### config.mk
export PLATFORM = sky130hd
export DESIGN_NAME = usb_irq_enable_route_toggle
export DESIGN_NICKNAME = d
export VERILOG_FILES = /design/src/hw/usb_irq_pkg.sv /design/src/hw/irq_pending_bit.sv /design/src/hw/irq_source_gate.sv /design/src/hw/usb_irq_enable_route_toggle.sv
export SDC_FILE = /design/constraint.sdc
export NUM_CORES = 1
export LEC_CHECK = 0
export BUFFER_PORTS_ARGS = -buffer_cell sky130_fd_sc_hd__buf_2
export CAP_MARGIN = 20
export CELL_PAD_IN_SITES_DETAIL_PLACEMENT = 0
export CELL_PAD_IN_SITES_GLOBAL_PLACEMENT = 1
export CORE_MARGIN = 2
export CORE_UTILIZATION = 39
export CTS_BUF_LIST = sky130_fd_sc_hd__clkbuf_4
export DETAILED_ROUTE_END_ITERATION = 7
export MAX_ROUTING_LAYER = met4
export PLACE_DENSITY = 0.94
export RECOVER_POWER = 100
export SLEW_MARGIN = 25
export SYNTH_ARGS = -nofsm -noshare
export SYNTH_HDL_FRONTEND = slang
export SYNTH_SLANG_ARGS = --single-unit
### constraint.sdc
create_clock -name mclk -period 1.2 [get_ports mclk]
set_input_delay 0.12 -clock mclk [delete_from_list [all_inputs] [get_ports mclk]]
set_output_delay 0.12 -clock mclk [all_outputs]
set_load 0.05 [all_outputs]
### src/hw/usb_irq_pkg.sv
// Constants, register map and carrier types for the USB interrupt gating block
package usb_irq_pkg;

    // Register bus geometry
    localparam int unsigned ADDR_W = 32;
    localparam int unsigned DATA_W = 32;

    // Register byte addresses
    localparam logic [31:0] PENDING_STATUS_ADDR = 32'h4008_0020;
    localparam logic [31:0] SOURCE_ENABLE_ADDR = 32'h4008_0024;
    localparam logic [31:0] PENDING_SET_ADDR = 32'h4008_0028;
    localparam logic [31:0] LINE_SELECT_ADDR = 32'h4008_002C;
    localparam logic [31:0] ACTIVE_VIEW_ADDR = 32'h4008_0030;
    localparam logic [31:0] TOGGLE_VIEW_ADDR = 32'h4008_0034;

    // Source layout inside a 32-bit register word
    localparam int unsigned EP_COUNT = 10;
    localparam int unsigned EP_LSB = 0;
    localparam int unsigned EP_MSB = 9;
    localparam int unsigned SOF_BIT = 30;
    localparam int unsigned DEV_BIT = 31;
    localparam int unsigned SOURCE_COUNT = 12;

    // Implemented bits of the enable, set-pending, routing and status words
    localparam logic [31:0] IMPL_MASK = 32'hC000_03FF;
    localparam logic [31:0] WORD_RESET = 32'h0000_0000;
    localparam logic [9:0] TOGGLE_RESET = 10'h000;

    // Routing bit encoding
    localparam logic LINE_NORMAL = 1'h0;
    localparam logic LINE_FAST = 1'h1;

    // One bit per interrupt source, compact order
    typedef struct packed {
        logic dev;
        logic sof;
        logic [9:0] ep;
    } source_vec_s;

    // One register bus request
    typedef struct packed {
        logic [31:0] addr;
        logic [31:0] wdata;
        logic wr;
        logic rd;
    } reg_req_s;

    // Spread a compact source vector into the register word layout
    function automatic logic [31:0] to_word(input source_vec_s v);
        logic [31:0] w;
        w = WORD_RESET;
        w[EP_MSB:EP_LSB] = v.ep;
        w[SOF_BIT] = v.sof;
        w[DEV_BIT] = v.dev;
        return w;
    endfunction : to_word

    // Gather the implemented bits of a register word into a source vector
    function automatic source_vec_s from_word(input logic [31:0] w);
        source_vec_s v;
        v.ep = w[EP_MSB:EP_LSB];
        v.sof = w[SOF_BIT];
        v.dev = w[DEV_BIT];
        return v;
    endfunction : from_word

endpackage : usb_irq_pkg

### src/hw/irq_pending_bit.sv
// One sticky pending flag: hardware or software sets it, software clears it
`timescale 1ns/10ps
module irq_pending_bit (
    // Clock and reset
    input wire logic mclk,
    input wire logic rst_b,
    // Set and clear requests
    input wire logic hwSet,
    input wire logic swSet,
    input wire logic swClear,
    // Flag
    output logic pending
);

    logic pending_reg;
    logic pending_next;

    // A set arriving in the clearing cycle wins so no event is lost
    always_comb
    begin
        pending_next = (pending_reg & ~swClear) | hwSet | swSet;
    end

    // Flag storage
    always_ff @(posedge mclk or negedge rst_b)
    begin
        if (!rst_b)
        begin
            pending_reg <= 1'b0;
        end
        else
        begin
            pending_reg <= pending_next;
        end
    end

    assign pending = pending_reg;

endmodule : irq_pending_bit

### src/hw/irq_source_gate.sv
// Gates one pending source by its enable and steers it to a line
`timescale 1ns/10ps
module irq_source_gate (
    // Source state
    input wire logic pending,
    input wire logic enable,
    input wire logic lineSelect,
    // Steered requests
    output logic active,
    output logic toNormal,
    output logic toFast
);

    // Both bits must be set before the source may request
    assign active = pending & enable;
    assign toNormal = active & (lineSelect == usb_irq_pkg::LINE_NORMAL);
    assign toFast = active & (lineSelect == usb_irq_pkg::LINE_FAST);

endmodule : irq_source_gate

### src/hw/usb_irq_enable_route_toggle.sv
// Interrupt enable, set-pending, routing and toggle view of a USB device controller
//
// Functional notes
// - Endpoint source 0..9 requests only when its enable and pending bits are one.
// - Frame source bit 30 and device source bit 31 each have own enables.
// - Writing one to set-pending bits 9:0, 30, 31 sets the pending flag.
// - Reading set-pending returns the live pending status, nothing stored separately.
// - Routing bit zero selects the normal line, one selects the fast line.
// - Toggle view bits 9:0 show endpoint data toggles; bits 31:10 read zero.
// - Bits 29:10 of enable, set-pending, routing read zero; enables and routes reset zero.
// - Writing one to a pending status bit clears it; zero leaves it.
// - Pending bits 0..9 are endpoint directions, 30 frame, 31 device change.
//
// Design decision made here: the strobed register port.
`timescale 1ns/10ps
module usb_irq_enable_route_toggle (
    // Clock and reset
    input wire logic mclk,
    input wire logic rst_b,
    // Register bus
    input wire logic [31:0] regAddr,
    input wire logic [31:0] regWdata,
    input wire logic regWr,
    input wire logic regRd,
    output logic [31:0] regRdata,
    // Hardware events from the protocol and list engines
    input wire usb_irq_pkg::source_vec_s hwEvent,
    // Current data toggles of the ten endpoint directions
    input wire logic [9:0] endpointToggle,
    // Processor interrupt lines
    output logic normalInterruptLine,
    output logic fastInterruptLine
);

    // Bus request bundle
    usb_irq_pkg::reg_req_s busReq;

    // Address decode strobes
    logic hitStatus;
    logic hitEnable;
    logic hitSet;
    logic hitSelect;
    logic hitActive;
    logic hitToggle;
    logic wrStatus;
    logic wrEnable;
    logic wrSet;
    logic wrSelect;

    // Software-owned control words
    logic [31:0] irq_source_enable_reg;
    logic [31:0] irq_source_enable_next;
    logic [31:0] irq_line_select_reg;
    logic [31:0] irq_line_select_next;

    // Toggle snapshot feeding the read path
    logic [9:0] endpoint_toggle_view_reg;

    // Read path
    logic [31:0] regRdata_reg;
    logic [31:0] regRdata_next;

    // Per-source views in compact order
    usb_irq_pkg::source_vec_s endpointSourceEnables;
    usb_irq_pkg::source_vec_s lineSelectVec;
    usb_irq_pkg::source_vec_s forcePending;
    usb_irq_pkg::source_vec_s clearPending;
    usb_irq_pkg::source_vec_s irqPendingStatus;
    usb_irq_pkg::source_vec_s activeVec;
    usb_irq_pkg::source_vec_s normalVec;
    usb_irq_pkg::source_vec_s fastVec;

    // Word images for read-back
    logic [31:0] pendingWord;
    logic [31:0] activeWord;
    logic [31:0] toggleWord;

    // Pack the bus ports into one request
    always_comb
    begin
        busReq.addr = regAddr;
        busReq.wdata = regWdata;
        busReq.wr = regWr;
        busReq.rd = regRd;
    end

    // Full address compare; anything unmatched is ignored on write and reads zero
    always_comb
    begin
        hitStatus = (busReq.addr == usb_irq_pkg::PENDING_STATUS_ADDR);
        hitEnable = (busReq.addr == usb_irq_pkg::SOURCE_ENABLE_ADDR);
        hitSet = (busReq.addr == usb_irq_pkg::PENDING_SET_ADDR);
        hitSelect = (busReq.addr == usb_irq_pkg::LINE_SELECT_ADDR);
        hitActive = (busReq.addr == usb_irq_pkg::ACTIVE_VIEW_ADDR);
        hitToggle = (busReq.addr == usb_irq_pkg::TOGGLE_VIEW_ADDR);
    end

    // Write strobes; read-only words never see one
    always_comb
    begin
        wrStatus = busReq.wr & hitStatus;
        wrEnable = busReq.wr & hitEnable;
        wrSet = busReq.wr & hitSet;
        wrSelect = busReq.wr & hitSelect;
    end

    // Enable word: reserved bits are masked off so they stay zero
    always_comb
    begin
        irq_source_enable_next = irq_source_enable_reg;
        if (wrEnable)
        begin
            irq_source_enable_next = busReq.wdata & usb_irq_pkg::IMPL_MASK;
        end
    end

    // Enable word storage
    always_ff @(posedge mclk or negedge rst_b)
    begin
        if (!rst_b)
        begin
            irq_source_enable_reg <= usb_irq_pkg::WORD_RESET;
        end
        else
        begin
            irq_source_enable_reg <= irq_source_enable_next;
        end
    end

    // Routing word: same masking as the enable word
    always_comb
    begin
        irq_line_select_next = irq_line_select_reg;
        if (wrSelect)
        begin
            irq_line_select_next = busReq.wdata & usb_irq_pkg::IMPL_MASK;
        end
    end

    // Routing word storage
    always_ff @(posedge mclk or negedge rst_b)
    begin
        if (!rst_b)
        begin
            irq_line_select_reg <= usb_irq_pkg::WORD_RESET;
        end
        else
        begin
            irq_line_select_reg <= irq_line_select_next;
        end
    end

    // Snapshot of the toggle state; costs one cycle of latency on the view
    always_ff @(posedge mclk or negedge rst_b)
    begin
        if (!rst_b)
        begin
            endpoint_toggle_view_reg <= usb_irq_pkg::TOGGLE_RESET;
        end
        else
        begin
            endpoint_toggle_view_reg <= endpointToggle;
        end
    end

    // Bring the control words and software requests into source order
    always_comb
    begin
        endpointSourceEnables = usb_irq_pkg::from_word(irq_source_enable_reg);
        lineSelectVec = usb_irq_pkg::from_word(irq_line_select_reg);
        forcePending = usb_irq_pkg::from_word(wrSet ? busReq.wdata : usb_irq_pkg::WORD_RESET);
        clearPending = usb_irq_pkg::from_word(wrStatus ? busReq.wdata : usb_irq_pkg::WORD_RESET);
    end

    // One sticky flag and one gate per implemented source
    for (genvar i = 0; i < usb_irq_pkg::SOURCE_COUNT; i++)
    begin : g_source
        irq_pending_bit u_pending (
            .mclk(mclk),
            .rst_b(rst_b),
            .hwSet(hwEvent[i]),
            .swSet(forcePending[i]),
            .swClear(clearPending[i]),
            .pending(irqPendingStatus[i])
        );

        irq_source_gate u_gate (
            .pending(irqPendingStatus[i]),
            .enable(endpointSourceEnables[i]),
            .lineSelect(lineSelectVec[i]),
            .active(activeVec[i]),
            .toNormal(normalVec[i]),
            .toFast(fastVec[i])
        );
    end

    // Word images; the status word places bits per the source layout
    always_comb
    begin
        pendingWord = usb_irq_pkg::to_word(irqPendingStatus);
        activeWord = usb_irq_pkg::to_word(activeVec);
        // Upper toggle bits stay at the reset word so they always read zero
        toggleWord = usb_irq_pkg::WORD_RESET;
        toggleWord[usb_irq_pkg::EP_MSB:usb_irq_pkg::EP_LSB] = endpoint_toggle_view_reg;
    end

    // Read mux; set-pending has no storage of its own and mirrors the status
    always_comb
    begin
        regRdata_next = usb_irq_pkg::WORD_RESET;
        if (busReq.rd)
        begin
            case (1'b1)
                hitStatus: regRdata_next = pendingWord;
                hitEnable: regRdata_next = irq_source_enable_reg;
                hitSet: regRdata_next = pendingWord;
                hitSelect: regRdata_next = irq_line_select_reg;
                hitActive: regRdata_next = activeWord;
                hitToggle: regRdata_next = toggleWord;
                default: regRdata_next = usb_irq_pkg::WORD_RESET;
            endcase
        end
    end

    // Read data stand for one cycle after the strobe, zero otherwise
    always_ff @(posedge mclk or negedge rst_b)
    begin
        if (!rst_b)
        begin
            regRdata_reg <= usb_irq_pkg::WORD_RESET;
        end
        else
        begin
            regRdata_reg <= regRdata_next;
        end
    end

    assign regRdata = regRdata_reg;

    // Level lines follow the gated sources with no added latency
    assign normalInterruptLine = |normalVec;
    assign fastInterruptLine = |fastVec;

endmodule : usb_irq_enable_route_toggle

==> metrics.md, run 1 <==
| Metric | Value |
|---|---|
| Unrepaired setup endpoints after global routing | `yes` |
| Slowest stage cell, crit path | `dfrtp_1` |
| TritonCTS Buffers | `9` |
| CTS Sinks | `58` |
| Post-synth top area share | `0.430` |
| Synth warnings | `0` |
| Setup Crit Path Kind | `flip-flop to output port` |
| Layout cells sized above 1 | `0.531` |
| Largest cells by area after synthesis | `dfrtp_1 43%, buf_4 4.7%, mux2_4 4.4%` |
| Buffers on Ports | `83` |
| Final setup margin | `-555 ps` |
| Core Box Area | `just over 8000 sq um` |
| Drt total wl | `13000 microns` |
| GPL Wtd Cong | `roughly 1` |
| Die Wd | `approximately 97 microns` |
| Largest net degree at the start of global routing | `a little under 60` |
| Skew final | `approximately 17 ps` |
| EDFF count, synth | `0` |
| Antenna violations before repair | `0` |
| Commonest non-fill, non-tap cell in the layout | `buf_4` |
| Clock transition at path regs | `100 ps` |
| Minimum clock period | `1750 ps` |
| Fill count | `599` |
| First-pass GRT wire length | `between 15000 and 20000 microns` |
| GR Overflow Total | `0` |
| Via Count | `roughly 3700` |
| Chip Height | `about 97 microns` |
| P&R area growth vs syn | `66.0%` |
| Tcrit/Tclk final | `1.46` |
| Sequential area share after synthesis | `0.430` |
| DRC errors left | `0` |
| Multiplexer share of the synthesized area | `0.127` |
| Number of failing hold endpoints at the final stage | `0` |
| CP required | `between 1000 and 1500 ps` |
| Critical Path Start Type | `flip-flop` |
| Critical Path Max Stage Delay | `approximately 430 ps` |
| H-Tree Depth | `3` |
| Max VDD drop | `523 uV` |
| Clk_lat worst skew | `between 400 and 500 ps` |
| Number of cell rows | `33` |
| Synth area leader | `dfrtp_1` |
| Most frequent cells in the layout | `67 x buf_4, 63 x buf_2, 58 x dfrtp_1, 37 x buf_6, 35 x dlygate4sd3_1` |
| Post-Synth XOR/XNOR Area | `0` |
| Pre-CTS setup slack | `-653 ps` |
| Asr flop ratio synth | `1.00` |
| Simple-Gate Fraction of Synth Area | `0.189` |
| Fin Hold WS | `about 140 ps` |
| DR iter-0 viols | `384` |
| Mapped Area | `about 3400 sq um` |
| Unique masters post-synth | `between 40 and 50` |
| Antenna cells | `0` |
| Crit-path max FO | `2` |
| Vias per cell | `5.86` |
| Pre-antenna DRT Iters | `5` |
| Clock Tree Buf Depth | `2` |
| Final ANT Viol Nets | `0` |
| Min-delay worst type | `primary input to flip-flop` |
| Power Density | `between 800 and 900 nW/um^2` |
| Failing checks | `setup timing` |
| Largest family of logic cells by synthesized area | `simple AND/OR/NAND/NOR gates` |
| Slew Viols, Final | `0` |
| Final setup fails | `45` |
| Synthesized flop and latch total | `58` |
| Nets | `616` |
| DR WL/cell | `between 20 and 25 microns` |
| Initial core utilization | `0.407` |
| Crit path DAT | `roughly 1600 ps` |
| Synth Flop Type | `dfrtp_1` |
| Post-Synth Adder-Cell Area | `0` |
| Worst slew pin tran | `786 ps` |
| GRT Util Overall | `0.259` |
| Leak | `around 2.6 nW` |
| Vias in the first global route | `approximately 3700` |
| Peak Freq | `around 570 MHz` |
| Synthesized area per cell | `between 10 and 15 sq um` |
| Compound-Gate Fraction of Synth Area | `0.173` |
| Cell Chain, Critical Path | `nand3_2 -> nand4_1 -> or3_4 -> buf_8` |
| CTS root buf | `clkbuf_4` |
| Ports | `124` |
| Slew headroom | `0.476` |
| Post-DP HPWL | `8130 microns` |
| CP Capture Type | `output port` |
| Status | `finished, violations left` |
| Syn Inst Count | `~320` |
| CTS tree | `yes` |
| Max-Cap Viols | `0` |
| Die Area | `between 9000 and 10000 sq um` |
## routing by layer
| layer | up-vias | part of all wire | GRT usage |
|---|---|---|---|
| li1 | 1614 | - | - |
| met1 | 1822 | 0.37 | 0.297 |
| met2 | 239 | 0.52 | 0.457 |
| met3 | 49 | 0.083 | 0.0496 |
| met4 | 0 | 0.033 | 0.0845 |
| met5 | - | 0 | - |
## logic make-up after synthesis
kind of cell    Yosys count
mux                      35
flops                    58
simple gates            105
compound gates           78
other cells               1
buf+inv                  42
## synthesized netlist by cell type (all sizes together), types with 6 or more instances
cell type,instances
dfrtp,58
mux2,32
nand2,32
buf,31
nand3,16
o22ai,15
and3,14
a211o,12
o21ai,12
o31a,12
clkbuf,10
nand4,10
a221oi,9
nor4,7
a22oi,6
and4,6
nor2,6
## critical path, delay by kind of cell, from the launching register on
kind,cells,cell delay (ps)
buf+inv,1,160
flops,1,430
simple gates,3,610
## report_power, final
part / switching (W) / total (W) / internal (W)
clock network: 0.000733 / 0.00183 / 0.00110
registers: 0.00000777 / 0.00198 / 0.00197
logic: 0.000397 / 0.000682 / 0.000285
## final timing paths
kind                                               start                             to  slack, ps  cells after the start
max reg2reg                     irq_source_enable_reg[7]                    regRdata[7]       -120                      5
max in group asynchronous                          rst_b  g_source[3].u_pending.pending        250                      3
min reg2reg                  endpoint_toggle_view_reg[4]                    regRdata[4]        610                      2
max                        g_source[9].u_pending.pending              fastInterruptLine       -550                      4
min in group asynchronous                          rst_b  g_source[9].u_pending.pending        410                      3
min                                           regAddr[0]                    regRdata[3]        140                      5
## area by class of cell
| type | count | area, sq um | area share |
|---|---|---|---|
| multi-input combinational | 238 | 2050 | 0.366 |
| timing repair buffer | 218 | 1780 | 0.318 |
| sequential | 58 | 1450 | 0.259 |
| tap | 105 | 131 | 0.0234 |
| clock inverter | 5 | 103 | 0.0183 |
| clock buffer | 11 | 82.6 | 0.0147 |
| inverter | 1 | 3.75 | 0.000670 |
## through the flow
| stage | TNS, ps | utilization | total power [W] | instances | cell area [sq um] |
|---|---|---|---|---|---|
| CTS | -3080 | 0.636 | 0.00446 | 620 | 5280 |
| global placement | -23570 | 0.541 | 0.00252 | 559 | 4490 |
| finish | -5570 | 0.675 | 0.00449 | 636 | 5600 |
| floorplan | -15630 | - | 0.00231 | 338 | 3630 |
| global route | -7010 | 0.675 | 0.00463 | 636 | 5600 |
| detailed placement | -25850 | 0.541 | 0.00253 | 559 | 4490 |
## timing repair
action | 4_1_cts | 5_1_grt
resized for setup | 44 | 54
hold buffers | 35 | 0
hold endpoints to repair | 104 | 0
setup buffers | 10 | 14
cloned | 0 | 4
setup endpoints to repair | 45 | 51
pin swaps | 16 | 29
(Power assumes the default switching activity.)
==> inputs of run 2 (changes only) <==
CORE_MARGIN = 10   (was 2)
==> run 2 against run 1 <==
The flow still finishes with violations (setup timing). Setup slack got worse by 42 ps. Via count fell by 2.3%. Maximum frequency fell by 2.3%. Critical path type unchanged. Largest power group unchanged.
==> metrics.md, run 2 (synthesis results as in run 1) <==
| Metric | Value |
|---|---|
| Status | `finished, violations left` |
| Failing checks | `setup timing` |
| Final ANT Viol Nets | `0` |
| CTS root buf | `clkbuf_4` |
| Most frequent cells in the layout | `64 x buf_4, 61 x buf_2, 57 x dfrtp_1, 35 x dlygate4sd3_1` |
| Skew final | `between 15 and 20 ps` |
| Tcrit/Tclk final | `1.50` |
| Leak | `around 2.5 nW` |
| Worst slew pin tran | `~800 ps` |
| Peak Freq | `557 MHz` |
| CTS tree | `yes` |
| DR iter-0 viols | `~360` |
| Crit-path max FO | `4` |
| Cell Count, Final, Fillers Out | `roughly 630` |
| H-Tree Depth | `3` |
| Largest net degree at the start of global routing | `between 50 and 60` |
| Pwr Total | `~0.0038 W` |
| Layout cells sized above 1 | `0.513` |
| DRC errors left | `0` |
| Post-Place Cells | `about 560` |
| Power Density | `between 600 and 700 nW/um^2` |
| Vias in the first global route | `3783` |
| Clock Tree Buf Depth | `2` |
| DR WL/cell | `around 21 microns` |
| Slew headroom | `0.472` |
| Crit path DAT | `between 1500 and 2000 ps` |
| Antenna cells | `0` |
| Setup_tns | `-4950 ps` |
| Final setup fails | `41` |
| Number of failing hold endpoints at the final stage | `0` |
| Core Box Area | `between 8000 and 9000 sq um` |
| Die Wd | `roughly 110 microns` |
| GRT Util Overall | `0.198` |
| Commonest non-fill, non-tap cell in the layout | `buf_4` |
| Ports | `approximately 120` |
| Clock transition at path regs | `around 100 ps` |
| GR Overflow Total | `0` |
| Minimum clock period | `1800 ps` |
| Initial core utilization | `0.405` |
| Final setup margin | `-597 ps` |
| CP required | `around 1100 ps` |
| TritonCTS Buffers | `9` |
| Drt total wl | `between 10000 and 15000 microns` |
| P&R area growth vs syn | `60.6%` |
| GPL Wtd Cong | `roughly 1.0` |
| Unrepaired setup endpoints after global routing | `yes` |
| Min-delay worst type | `primary input to flip-flop` |
| Die Area | `about 13000 sq um` |
| Pre-CTS setup slack | `-627 ps` |
| Nets | `~610` |
| Buffers on Ports | `83` |
| Pre-antenna DRT Iters | `5` |
| CTS Sinks | `58` |
| Setup Crit Path Kind | `flip-flop to output port` |
| Slew Viols, Final | `0` |
| Via Count | `between 3000 and 4000` |
| Critical Path Start Type | `flip-flop` |
| Max-Cap Viols | `0` |
| CP Capture Type | `output port` |
| Chip Height | `approximately 110 microns` |
| Antenna violations before repair | `0` |
| Vias per cell | `5.82` |
| First-pass GRT wire length | `around 20000 microns` |
| Max VDD drop | `roughly 540 uV` |
| Clk_lat worst skew | `440 ps` |
| Number of cell rows | `33` |
| Post-DP HPWL | `8490 microns` |
run 2: cell types whose count changed in the layout (fill, tap and decap cells not counted), moves of 3 or more:
cell       previous run  this run
buf_6                37        28
clkbuf_2              7        12
nand2_2               8         3
nand2_1              24        28
buf_12                4         1
buf_4                67        64
bufinv_16             3         0
o22ai_1              12        15
o22ai_2               3         0
run 2: power breakdown:
| part | switching, W | internal [W] | total [W] |
|---|---|---|---|
| Combinational | 0.000400 | 0.000283 | 0.000683 |
| Sequential | 0.00000763 | 0.00197 | 0.00198 |
| Clock | 0.000699 | 0.000412 | 0.00111 |
run 2: worst max-delay path: stages (launching register included):
cell,delay [ps]
dfrtp_1,440
nand3_1,100
nand4_1,160
or3_4,390
buf_8,160
run 2: layer usage:
| layer | GRT usage | part of all wire | wire length, microns |
|---|---|---|---|
| met2 | 0.334 | 0.50 | 6700 |
| met1 | 0.212 | 0.36 | 4860 |
| met4 | 0.0745 | 0.042 | 558 |
| met5 | - | 0 | 0 |
| met3 | 0.0639 | 0.092 | 1230 |
run 2: what timing repair did:
item | CTS | global route
setup endpoints to repair | 35 | 50
gates cloned | 2 | 2
resized for setup | 37 | 56
hold endpoints to repair | 104 | 0
setup buffers | 10 | 7
hold buffers | 35 | 0
pin swaps | 15 | 12
run 2: worst paths after layout:
check / start / to / slack, ps / cells after the start
worst max-delay path: g_source[4].u_pending.pending / fastInterruptLine / -600 / 4
worst min-delay path: regAddr[1] / regRdata[3] / 150 / 5
worst max register to register: g_source[3].u_pending.pending / regRdata[3] / -160 / 5
worst min register to register: endpoint_toggle_view_reg[4] / regRdata[4] / 630 / 2
max in group asynchronous: rst_b / endpoint_toggle_view_reg[8] / 250 / 3
min in group asynchronous: rst_b / regRdata[3] / 380 / 3
run 2: metrics by stage:
stage | area, sq um | hold WS (ps) | util
4_1_cts | 5190 | 132 | 0.622
6_report | 5420 | 150 | 0.650
3_3_place_gp | 4460 | 142 | 0.535
2_1_floorplan | 3630 | -176 | -
3_5_place_dp | 4460 | 144 | 0.535
5_1_grt | 5420 | 139 | 0.650
run 2: cell type report:
| cell class | count | area, sq um |
|---|---|---|
| Tap cell | 105 | 131 |
| Multi-Input combinational cell | 239 | 2100 |
| Inverter | 1 | 3.75 |
| Sequential cell | 58 | 1450 |
| Clock inverter | 5 | 22.5 |
| Clock buffer | 10 | 75.1 |
| Fill cell | 611 | 2920 |
| Timing Repair Buffer | 207 | 1630 |
